### src/dtf_map.svh
`ifndef DTF_MAP_SVH
`define DTF_MAP_SVH

// ----------------------------------------
// Register select codes on the task-file port
// ----------------------------------------
`define DTF_SEL_ALT 3'h0
`define DTF_SEL_ERRFEAT 3'h1
`define DTF_SEL_COUNT 3'h2
`define DTF_SEL_SECTOR 3'h3
`define DTF_SEL_DRVADDR 3'h4
`define DTF_SEL_DEVHEAD 3'h6
`define DTF_SEL_STATCMD 3'h7

// ----------------------------------------
// Field positions
// ----------------------------------------
`define DTF_DC_UPPER 7
`define DTF_DC_SOFT_RESET_BIT 2
`define DTF_DC_IEN 1
`define DTF_DH_LBA 6
`define DTF_DH_DEV 4
`define DTF_ST_BUSY 7
`define DTF_ST_READY 6
`define DTF_ST_FAULT 5
`define DTF_ST_SEEK 4
`define DTF_ST_CORRECTED_FLAG 2
`define DTF_ST_ERR 0

// ----------------------------------------
// Reset values, masks, identity and timing
// ----------------------------------------
`define DTF_RST_COUNT 8'h01
`define DTF_RST_SECTOR 8'h01
`define DTF_RST_DEVHEAD 8'h00
`define DTF_RST_DEVCTL 8'h00
`define DTF_DIAG_PASS 8'h01
`define DTF_ERR_MASK 8'hd6
`define DTF_DEV_ID 1'b0
`define DTF_SOFT_RESET_BIT_MIN_NS 5000
`define DTF_CLK_NS 5
`define DTF_SOFT_RESET_BIT_MIN_CYC ((`DTF_SOFT_RESET_BIT_MIN_NS + `DTF_CLK_NS - 1) / `DTF_CLK_NS)

`endif

### src/dtf_pkg.sv
package dtf_pkg;

    // Host access to the task file, one access per strobe
    typedef struct packed {
        logic [2:0] sel;
        logic wr;
        logic rd;
        logic [7:0] wdata;
    } dtf_host_s;

    // Live state of the drive engine
    typedef struct packed {
        logic busy;
        logic data_request_flag;
        logic seekDone;
        logic writing;
        logic index;
        logic powerReady;
        logic [3:0] head;
    } dtf_drive_s;

    // Command end report from the drive engine
    typedef struct packed {
        logic valid;
        logic ok;
        logic isDiag;
        logic [7:0] errBits;
        logic [7:0] remain;
        logic [7:0] sectorNow;
        logic [3:0] headNow;
    } dtf_done_s;

endpackage : dtf_pkg

### src/dtf_task_file.sv
`timescale 1ns/100ps
`default_nettype none
`include "dtf_map.svh"

// Behaviour
// - Command write clears upper byte select
// - Soft reset bit holds device in reset
// - Interrupt only when enabled and selected
// - Write gate reads zero while writing
// - Head bits read back inverted
// - Device/head bit 6 picks CHS/LBA
// - LBA bits 24-27 updated at end
// - Error register valid after every command
// - Diagnostic code after reset or diagnostic
// - Error bits report CRC, data, sector, track
// - Abort bit; bits 5,3,0 zero
// - Zero count means 256 or 65536
// - Count zero on success, remainder else
// - Sector register holds address, previous byte
// - Status read acknowledges interrupt
// - Busy makes every read return status
// - Ready low after power-up, after error
// - Fault and corrected flags read zero
// - Seek flag frozen after error
// - Error flag cleared by next command
// - Reset loads default register values
// - Alternate status read leaves interrupt pending
module dtf_task_file
    import dtf_pkg::*;
(
    // Clock and reset
    input wire logic mclk,
    input wire logic rst_b,
    // Host task-file port
    input wire dtf_host_s hostReq,
    output logic [7:0] rdData,
    output logic intrq,
    // Drive engine state and reports
    input wire dtf_drive_s drive,
    input wire dtf_done_s done,
    // Command hand-off to the drive engine
    output logic cmdStrobe,
    output logic [7:0] cmdCode,
    output logic [7:0] featureCode,
    output logic devReset,
    output logic lbaMode,
    output logic [8:0] count28,
    output logic [16:0] count48
);

    // ----------------------------------------
    // Functions
    // ----------------------------------------

    // Sector total with zero meaning full range
    function automatic logic [16:0] sectorTotal(input logic [15:0] raw, input logic wide);
        logic [16:0] total;
        total = {1'b0, raw};
        if (raw == 16'h0000) begin
            total = wide ? 17'h10000 : 17'h00100;
        end
        return total;
    endfunction : sectorTotal

    // Access decode for one select code
    function automatic logic hits(input dtf_host_s req, input logic [2:0] code);
        return req.sel == code;
    endfunction : hits

    // ----------------------------------------
    // Declarations
    // ----------------------------------------
    logic upperSel; // High-order byte select
    logic softReset; // Soft reset bit
    logic ienN; // Interrupt enable, active low sense
    logic [7:0] countCur; // Latest written count
    logic [7:0] countPrev; // Previous content of count
    logic [7:0] sectorCur; // Latest written sector
    logic [7:0] sectorPrev; // Previous content of sector
    logic [7:0] devHead; // Device/head register
    logic [7:0] errReg; // Error or diagnostic code
    logic errFlag; // Status error flag
    logic readyHold; // Ready forced low after error
    logic seekFrozen; // Seek flag frozen after error
    logic seekHeld; // Seek value while frozen
    logic pending; // Interrupt pending
    logic taskRst; // Task file held in reset
    logic devSelected; // Device/head selects this device
    logic wrAccept; // Task-file write taken
    logic statusRead; // Status read with acknowledge
    logic [7:0] statusNow; // Live status byte
    logic [7:0] drvAddr; // Drive address byte
    logic [7:0] next_rdData; // Read multiplexer
    localparam logic [7:0] DevCtlRst = `DTF_RST_DEVCTL; // Device control reset byte

    // Task file is cleared by the bus reset and by soft reset
    assign taskRst = !rst_b || softReset;
    assign devReset = softReset;
    assign devSelected = devHead[`DTF_DH_DEV] == `DTF_DEV_ID;
    assign lbaMode = devHead[`DTF_DH_LBA];
    // Writes during busy are dropped; only device control gets through
    assign wrAccept = hostReq.wr && !drive.busy && !softReset;
    assign statusRead = hostReq.rd && hits(hostReq, `DTF_SEL_STATCMD);

    // ----------------------------------------
    // Device control
    // ----------------------------------------

    // Only bits 7, 2 and 1 are kept; reads at this select return status, not this register
    always_ff @(posedge mclk) begin
        if (!rst_b) begin
            upperSel <= DevCtlRst[`DTF_DC_UPPER];
            softReset <= DevCtlRst[`DTF_DC_SOFT_RESET_BIT];
            ienN <= DevCtlRst[`DTF_DC_IEN];
        end else if (hostReq.wr && hits(hostReq, `DTF_SEL_ALT)) begin
            upperSel <= hostReq.wdata[`DTF_DC_UPPER];
            softReset <= hostReq.wdata[`DTF_DC_SOFT_RESET_BIT];
            ienN <= hostReq.wdata[`DTF_DC_IEN];
        end else if (wrAccept && hits(hostReq, `DTF_SEL_STATCMD)) begin
            upperSel <= 1'b0;
        end
    end

    // ----------------------------------------
    // Command hand-off
    // ----------------------------------------

    // Strobe and code both come from flops, one cycle after the write
    always_ff @(posedge mclk) begin
        if (taskRst) begin
            cmdStrobe <= 1'b0;
            cmdCode <= 8'h00;
        end else begin
            cmdStrobe <= wrAccept && hits(hostReq, `DTF_SEL_STATCMD);
            if (wrAccept && hits(hostReq, `DTF_SEL_STATCMD)) begin
                cmdCode <= hostReq.wdata;
            end
        end
    end

    // Feature byte for the next command
    always_ff @(posedge mclk) begin
        if (taskRst) begin
            featureCode <= 8'h00;
        end else if (wrAccept && hits(hostReq, `DTF_SEL_ERRFEAT)) begin
            featureCode <= hostReq.wdata;
        end
    end

    // Sector totals frozen at command write
    always_ff @(posedge mclk) begin
        if (taskRst) begin
            count28 <= 9'h000;
            count48 <= 17'h00000;
        end else if (wrAccept && hits(hostReq, `DTF_SEL_STATCMD)) begin
            count28 <= 9'(sectorTotal({8'h00, countCur}, 1'b0));
            count48 <= sectorTotal({countPrev, countCur}, 1'b1);
        end
    end

    // ----------------------------------------
    // Count, sector and device/head
    // ----------------------------------------

    // A write pushes the latest byte into the previous slot
    always_ff @(posedge mclk) begin
        if (taskRst) begin
            countCur <= `DTF_RST_COUNT;
            countPrev <= `DTF_RST_COUNT;
        end else if (done.valid) begin
            countCur <= done.ok ? 8'h00 : done.remain;
        end else if (wrAccept && hits(hostReq, `DTF_SEL_COUNT)) begin
            countPrev <= countCur;
            countCur <= hostReq.wdata;
        end
    end

    // Sector byte; in LBA mode it carries address bits 0-7
    always_ff @(posedge mclk) begin
        if (taskRst) begin
            sectorCur <= `DTF_RST_SECTOR;
            sectorPrev <= `DTF_RST_SECTOR;
        end else if (done.valid) begin
            sectorCur <= done.sectorNow;
        end else if (wrAccept && hits(hostReq, `DTF_SEL_SECTOR)) begin
            sectorPrev <= sectorCur;
            sectorCur <= hostReq.wdata;
        end
    end

    // Head nibble also holds LBA bits 24-27 in LBA mode
    always_ff @(posedge mclk) begin
        if (taskRst) begin
            devHead <= `DTF_RST_DEVHEAD;
        end else if (done.valid) begin
            devHead[3:0] <= done.headNow;
        end else if (wrAccept && hits(hostReq, `DTF_SEL_DEVHEAD)) begin
            devHead <= hostReq.wdata;
        end
    end

    // ----------------------------------------
    // Error register and error flag
    // ----------------------------------------

    // Diagnostic code after reset or diagnostic, masked error bits else
    always_ff @(posedge mclk) begin
        if (taskRst) begin
            errReg <= `DTF_DIAG_PASS;
        end else if (done.valid && done.isDiag) begin
            errReg <= done.errBits;
        end else if (done.valid) begin
            errReg <= done.errBits & `DTF_ERR_MASK;
        end
    end

    // Completion outranks a command write in the same cycle
    always_ff @(posedge mclk) begin
        if (taskRst) begin
            errFlag <= 1'b0;
        end else if (done.valid) begin
            errFlag <= !done.ok;
        end else if (wrAccept && hits(hostReq, `DTF_SEL_STATCMD)) begin
            errFlag <= 1'b0;
        end
    end

    // ----------------------------------------
    // Ready and seek holds
    // ----------------------------------------

    // A failing completion wins over a status read in the same cycle
    always_ff @(posedge mclk) begin
        if (taskRst) begin
            readyHold <= 1'b0;
        end else if (done.valid && !done.ok) begin
            readyHold <= 1'b1;
        end else if (statusRead) begin
            readyHold <= 1'b0;
        end
    end

    // Seek flag snapshot taken at the error
    always_ff @(posedge mclk) begin
        if (taskRst) begin
            seekFrozen <= 1'b0;
            seekHeld <= 1'b0;
        end else if (done.valid && !done.ok) begin
            seekFrozen <= 1'b1;
            seekHeld <= seekFrozen ? seekHeld : drive.seekDone;
        end else if (statusRead) begin
            seekFrozen <= 1'b0;
        end
    end

    // ----------------------------------------
    // Interrupt
    // ----------------------------------------

    // Set wins over the acknowledge so no completion is lost
    always_ff @(posedge mclk) begin
        if (taskRst) begin
            pending <= 1'b0;
        end else if (done.valid) begin
            pending <= 1'b1;
        end else if (statusRead) begin
            pending <= 1'b0;
        end
    end

    // Request line gated by enable and selection
    always_ff @(posedge mclk) begin
        if (!rst_b) begin
            intrq <= 1'b0;
        end else begin
            intrq <= pending && !ienN && devSelected && !softReset;
        end
    end

    // ----------------------------------------
    // Read path
    // ----------------------------------------

    // Live status byte; fault and corrected never set
    always_comb begin
        statusNow = 8'h00;
        statusNow[`DTF_ST_BUSY] = drive.busy;
        statusNow[`DTF_ST_READY] = drive.powerReady && !readyHold;
        statusNow[`DTF_ST_SEEK] = seekFrozen ? seekHeld : drive.seekDone;
        statusNow[3] = drive.data_request_flag;
        statusNow[1] = drive.index;
        statusNow[`DTF_ST_ERR] = errFlag;
    end

    // Drive address: undriven bit reads zero since pins cannot float here
    always_comb begin
        drvAddr = 8'h00;
        drvAddr[6] = !drive.writing;
        drvAddr[5:2] = ~drive.head;
        drvAddr[1] = !(devSelected && `DTF_DEV_ID == 1'b1);
        drvAddr[0] = !(devSelected && `DTF_DEV_ID == 1'b0);
    end

    // Register multiplexer; busy forces status onto every read
    always_comb begin
        next_rdData = 8'h00;
        if (drive.busy) begin
            next_rdData = statusNow;
        end else begin
            case (hostReq.sel)
                `DTF_SEL_ALT: next_rdData = statusNow;
                `DTF_SEL_ERRFEAT: next_rdData = errReg;
                `DTF_SEL_COUNT: next_rdData = upperSel ? countPrev : countCur;
                `DTF_SEL_SECTOR: next_rdData = upperSel ? sectorPrev : sectorCur;
                `DTF_SEL_DRVADDR: next_rdData = drvAddr;
                `DTF_SEL_DEVHEAD: next_rdData = devHead;
                `DTF_SEL_STATCMD: next_rdData = statusNow;
                default: next_rdData = 8'h00;
            endcase
        end
    end

    // Read data is registered and stands until the next read
    always_ff @(posedge mclk) begin
        if (!rst_b) begin
            rdData <= 8'h00;
        end else if (hostReq.rd) begin
            rdData <= next_rdData;
        end
    end
endmodule : dtf_task_file

`default_nettype wire

### config.mk
export PLATFORM = sky130hd
export DESIGN_NAME = dtf_task_file
export DESIGN_NICKNAME = d
export VERILOG_FILES = /design/src/dtf_pkg.sv /design/src/dtf_task_file.sv
export VERILOG_INCLUDE_DIRS = /design/src
export SDC_FILE = /design/constraint.sdc
export NUM_CORES = 1
export LEC_CHECK = 0
export CAP_MARGIN = 20
export CORE_ASPECT_RATIO = 1.25
export CORE_MARGIN = 4
export CORE_UTILIZATION = 45
export DETAILED_ROUTE_END_ITERATION = 6
export DONT_BUFFER_PORTS = 1
export PLACE_DENSITY = 0.63
export RECOVER_POWER = 25
export REMOVE_ABC_BUFFERS = 1
export SYNTH_ARGS = -nofsm -noshare
export SYNTH_HDL_FRONTEND = slang
export SYNTH_SLANG_ARGS = --single-unit
### constraint.sdc
create_clock -name mclk -period 2.85 [get_ports mclk]
set_input_delay 0.855 -clock mclk [delete_from_list [all_inputs] [get_ports mclk]]
set_output_delay 0.855 -clock mclk [all_outputs]
set_load 0.005 [all_outputs]
==> results of run 1 <==
## Yosys cell counts (all sizes together), types with 5 or more instances
| master | count | area, um2 |
|---|---|---|
| nor2b | 9 | 56.3 |
| nand2b | 5 | 31.3 |
| inv | 6 | 22.5 |
| nor2 | 56 | 220 |
| clkbuf | 24 | 90.1 |
| dfxtp | 107 | 2140 |
| a211oi | 16 | 120 |
| o21ai | 18 | 90.1 |
| nor3 | 5 | 47.5 |
| nand2 | 96 | 360 |
| mux4 | 6 | 135 |
| a22oi | 7 | 52.6 |
| a21oi | 56 | 280 |
| buf | 17 | 86.3 |
| mux2i | 36 | 360 |
| nand3 | 12 | 60.1 |
| a311oi | 8 | 70.1 |
## critical path, stage by stage
cell and delay (ns):
or4b_4 0.60, nor3_4 0.49, mux2i_1 0.27, nor2_1 0.06
## where the power goes
| part | switching (W) | total [W] | internal [W] | leakage [nW] |
|---|---|---|---|---|
| logic | 0.000124 | 0.000220 | 0.0000962 | 0.676 |
| registers | 0.0000416 | 0.00158 | 0.00154 | 0.871 |
| clock network | 0.000515 | 0.00124 | 0.000724 | 0.146 |
## kinds of logic (layout without fill, tap and decap cells)
kind of cell / after synthesis / count (layout) / share of synthesized area
muxes: 45 / 45 / 0.113
AOI/OAI and AO/OA: 128 / 128 / 0.171
and+or+nand+nor: 212 / 212 / 0.216
DFF: 107 / 107 / 0.457
buffers and inverters: 48 / 31 / 0.0432
## final timing paths
check | startpoint | to | slack (ns) | cells after the start
worst max-delay path | hostReq[12] | sectorPrev[7] | 0.80 | 4
worst min-delay path | ienN | intrq | 0.44 | 1
worst max register to register | devReset | sectorPrev[7] | 0.83 | 4
worst min register to register | ienN | intrq | 0.44 | 1
## registers in the layout (all words and copies together) (netlist names), 8 cells and up
signal       count
devHead          8
sectorPrev       8
count48         17
count28          9
sectorCur        8
featureCode      8
rdData           8
errReg           8
cmdCode          8
countCur         8
countPrev        8
## per-stage QoR
stage | instance area [um2] | power [W] | setup slack (ns)
floorplan | 4510 | 0.00177 | 0.0411
global placement | 4760 | 0.00183 | 0.474
detailed placement | 4760 | 0.00184 | 0.445
CTS | 5060 | 0.00306 | 0.806
global route | 5050 | 0.00315 | 0.680
finish | 5050 | 0.00304 | 0.803
## metal layers
metal | global-route usage | routed length [um] | vias to the layer above
met4 | 0.0828 | 269 | 0
met1 | 0.257 | 5080 | 1823
met2 | 0.345 | 6340 | 130
met3 | 0.0389 | 789 | 21
li1 | - | - | 1855
met5 | 0 | 0 | -
## final cells by class
type,instances,area [um2]
clock inverters,2,35.0
fillers,963,5110
multi-input cells,385,2350
flip-flops and latches,107,2140
clock buffers,13,260
repair buffers,9,80.1
inverters,7,26.3
well taps,129,161
==> reports/results.tsv, run 1 <==
metric	value	unit
htree depth	3	
count of final setup violators	0	
hold crit path type	reg2reg	
relative slew slack	0.349	
leakage	1.69	nW
Routed Antenna Nets	0	
Core Rows	41	
initial drt markers	217	
drc violations	0	
I/O Pins	110	
hpwl dp	8970	um
Core Util, Final	0.497	
Core Area	10200	um2
via count	3829	
Hold Vio Cnt, Final	0	
wire per inst	19.1	um
post-CTS sizing	0	
Setup Skew	0.00251	ns
Placed Cells	637	
width of the chip	99.3	um
asr flop ratio synth	0	
status	finished clean	
die boundary height	122	um
Hold Buf Count CTS	0	
Overall Global Routing Usage	0.205	
Antenna Cells	0	
Final Non-Filler Cells	652	
most common cell after layout, fill and taps aside	dfxtp_1	
synth unique cells	58	
antenna violations before repair	0	
WL final	12500	um
clock root cell	clkbuf_16	
synthesized area	4690	um2
Worst-path clk slew	0.07	ns
number of port buffers	0	
CTS Buf Count	9	
global-route wire length before repair	19400	um
period utilization	0.718	
Worst Tran Pin Value	0.962	ns
GPL Wtd Cong	0.858	
post-synthesis cell count	540	
RSZ-0062 raised after global routing	false	
Remaining Overflow, GRT	0	
Hold WS	0.443	ns
share of cells above drive strength 1	0.0822	
CP endpoint kind	flop	
Vias/cell	5.87	
maximum VDD drop	0.271	mV
Initial Utilization	0.462	
WP data arrival	2.28	ns
WP data required	3.08	ns
Slew Viols, Final	0	
postcts setup bufs	0	
fin nets	575	
Post-synth EDFFs	0	
CTS tree	done	
Fmax achieved	488	MHz
drt first pass iters	5	
largest net degree at the start of global routing	38	
Max FO, Critical Path	19	
max_cap viols	0	
Setup TNS	0	ns
Pwr Density	602	nW/um2
post-synthesis sequential area ratio	0.457	
Yosys warning count	0	
Main synth FF type	dfxtp_1	
CP Launch Type	input pin	
Mean Syn Cell Area	8.68	um2
Crit Path Class	in2reg	
Period minus WS final	2.05	ns
die area	12100	um2
Sink Count	107	
CTS Buffer Depth	2	
Yosys reg bits	107	
latest clock arrival within the worst-skew pair	0.34	ns
vias in the first global route	3633	
Layout area overhead	7.74	%
commonest non-fill, non-tap cells in the layout	dfxtp_1, nand2_1, a21oi_1, nor2_1, mux2i_1	
Power figures use the tool's default switching activity.
==> inputs of run 2 (changes only) <==
--- a/config.mk
+++ b/config.mk
@@ -12,7 +12,7 @@
 export CORE_UTILIZATION = 45
 export DETAILED_ROUTE_END_ITERATION = 6
 export DONT_BUFFER_PORTS = 1
-export PLACE_DENSITY = 0.63
+export PLACE_DENSITY = 0.65
 export RECOVER_POWER = 25
 export REMOVE_ABC_BUFFERS = 1
 export SYNTH_ARGS = -nofsm -noshare
==> constraint.sdc (replaced) <==
create_clock -name mclk -period 1.8 [get_ports mclk]
set_input_delay 0.54 -clock mclk [delete_from_list [all_inputs] [get_ports mclk]]
set_output_delay 0.54 -clock mclk [all_outputs]
set_load 0.005 [all_outputs]
==> reports/results.tsv, run 2 (synthesis gave the netlist of run 1 again) <==
metric	value	unit	change
status	finished clean		
worst path bufs/invs	0		unchanged
Overall Global Routing Usage	0.213		+0.00836
Placed Cells	653		+2.5%
Multi-input gate area	2350	um2	+0.16%
initial drt markers	229		+5.5%
Setup Skew	0.00598	ns	+0.00347 ns
Period minus WS final	1.73	ns	
period utilization	0.963		
Antenna Cells	0		unchanged
Slew Viols, Final	0		unchanged
wire per inst	19.2	um	+0.14%
Hold Vio Cnt, Final	0		unchanged
Max FO, Critical Path	3		-16
drt first pass iters	6		+1
R2R cell count	4		unchanged
worst reg2reg path endpoint	rdData[1]		
RSZ-0062 raised after global routing	false		
crit path launch	upperSel		
CTS Buf Count	9		unchanged
CP Launch Type	flop		
Critical Path Sink	rdData[1]		
WP data arrival	1.97	ns	-0.31 ns
I/O Pins	110		unchanged
hold crit path type	in2reg		
clock root cell	clkbuf_16		
Pwr Density	897	nW/um2	+49%
Worst Tran Pin Value	0.701	ns	-0.262 ns
Final Non-Filler Cells	671		+2.9%
Core Rows	41		unchanged
Layout area overhead	11.8	%	
Routed Antenna Nets	0		unchanged
htree depth	3		unchanged
commonest non-fill, non-tap cells in the layout	dfxtp_1, nand2_1, a21oi_1, nor2_1, mux2i_1		
Hold WS	0.313	ns	-0.130 ns
Core Util, Final	0.516		+0.0187
max reg flops	17		unchanged
Reg area	2140	um2	+0.12%
Vias/cell	5.76		-1.8%
max_cap viols	0		unchanged
CP endpoint kind	flop		
Initial Utilization	0.462		unchanged
Core Area	10200	um2	unchanged
CTS Buffer Depth	2		unchanged
reg2reg start	upperSel		
share of cells above drive strength 1	0.116		+0.0340
vias in the first global route	3738		+2.9%
Hold Buf Count CTS	0		unchanged
fin nets	593		+3.1%
crit-path cells	mux4_2 -> and3_1 -> o41a_1 -> o21a_1		
maximum VDD drop	0.480	mV	+77%
Fillers	959		-0.42%
Sink Count	107		unchanged
GPL Wtd Cong	0.844		-1.6%
Worst-path clk slew	0.07	ns	about the same
Crit Path Class	reg2reg		
Final WS setup	0.0658	ns	-0.737 ns
WL final	12900	um	+3.1%
most common cell after layout, fill and taps aside	dfxtp_1		
Fmax achieved	577	MHz	
Slowest Stage Delay on Critical Path	0.55	ns	-0.05 ns
CTS tree	done		
antenna violations before repair	0		unchanged
number of port buffers	0		unchanged
count of final setup violators	0		unchanged
Slowest-stage cell, CP	mux4_2		
r2r setup slk	0.07	ns	-0.76 ns
Stages on worst setup path	4		unchanged
worst slack, placed	-0.0773	ns	-0.522 ns
latest clock arrival within the worst-skew pair	0.34	ns	about the same
leading registers by flop count	count48 x17, count28 x9		
leakage	1.79	nW	+5.9%
via count	3868		+1.0%
WP data required	2.04	ns	-1.04 ns
family with the most delay on the worst path	multiplexers		
Pwr Total	0.00470	W	+55%
width of the chip	99.3	um	unchanged
die area	12100	um2	unchanged
die boundary height	122	um	unchanged
drc violations	0		unchanged
Top reg by flops	count48		
Remaining Overflow, GRT	0		unchanged
largest net degree at the start of global routing	58		+53%
relative slew slack	0.533		+0.184
hpwl dp	9340	um	+4.2%
global-route wire length before repair	20100	um	+3.2%
-- run 2: worst min-delay path by stage --
| stage | startpoint | slack [ns] | depth (start not counted) | end |
|---|---|---|---|---|
| 2_1_floorplan | ienN | 0.40 | 1 | intrq |
| 3_3_place_gp | ienN | 0.43 | 1 | intrq |
| 3_5_place_dp | ienN | 0.43 | 1 | intrq |
| 4_1_cts | rst_b | 0.31 | 1 | rdData[1] |
| 5_1_grt | rst_b | 0.31 | 1 | rdData[1] |
| 6_report | rst_b | 0.31 | 1 | rdData[1] |
-- run 2: routing by layer --
metal / vias to the layer above / share of wire / GRT usage
li1: 1896 / - / -
met1: 1826 / 0.41 / 0.260
met2: 123 / 0.51 / 0.368
met3: 23 / 0.061 / 0.0424
met4: 0 / 0.023 / 0.0828
met5: - / 0 / 0
-- run 2: per-stage QoR --
step	area (um2)	TNS, ns
2_1_floorplan	4510	-53.37
3_3_place_gp	4960	-0.274
3_5_place_dp	4960	-1.05
4_1_cts	5230	0
5_1_grt	5240	0
6_report	5240	0
-- run 2: timing repair --
item	4_1_cts	5_1_grt
setup buffers	0	2
setup endpoints to repair	0	10
resized for setup	0	3
-- run 2: final cells by class --
class | instances | area share
well taps | 129 | 0.0308
clock inverters | 4 | 0.00501
multi-input cells | 385 | 0.448
flip-flops and latches | 107 | 0.409
repair buffers | 27 | 0.0547
inverters | 7 | 0.00501
clock buffers | 12 | 0.0470
-- run 2: report_power, final --
group / switching, W / internal (W) / total, W
registers: 0.0000618 / 0.00244 / 0.00250
logic: 0.000208 / 0.000176 / 0.000384
clock network: 0.000840 / 0.000975 / 0.00182
total: 0.00111 / 0.00359 / 0.00470
-- run 2: worst reg2reg max path, delay by kind of cell (launching register included) --
| family | cells | cell delay (ns) |
|---|---|---|
| AO/OA/AOI/OAI | 2 | 0.47 |
| flip-flops | 1 | 0.38 |
| multiplexers | 1 | 0.55 |
| AND/OR/NAND/NOR | 1 | 0.23 |
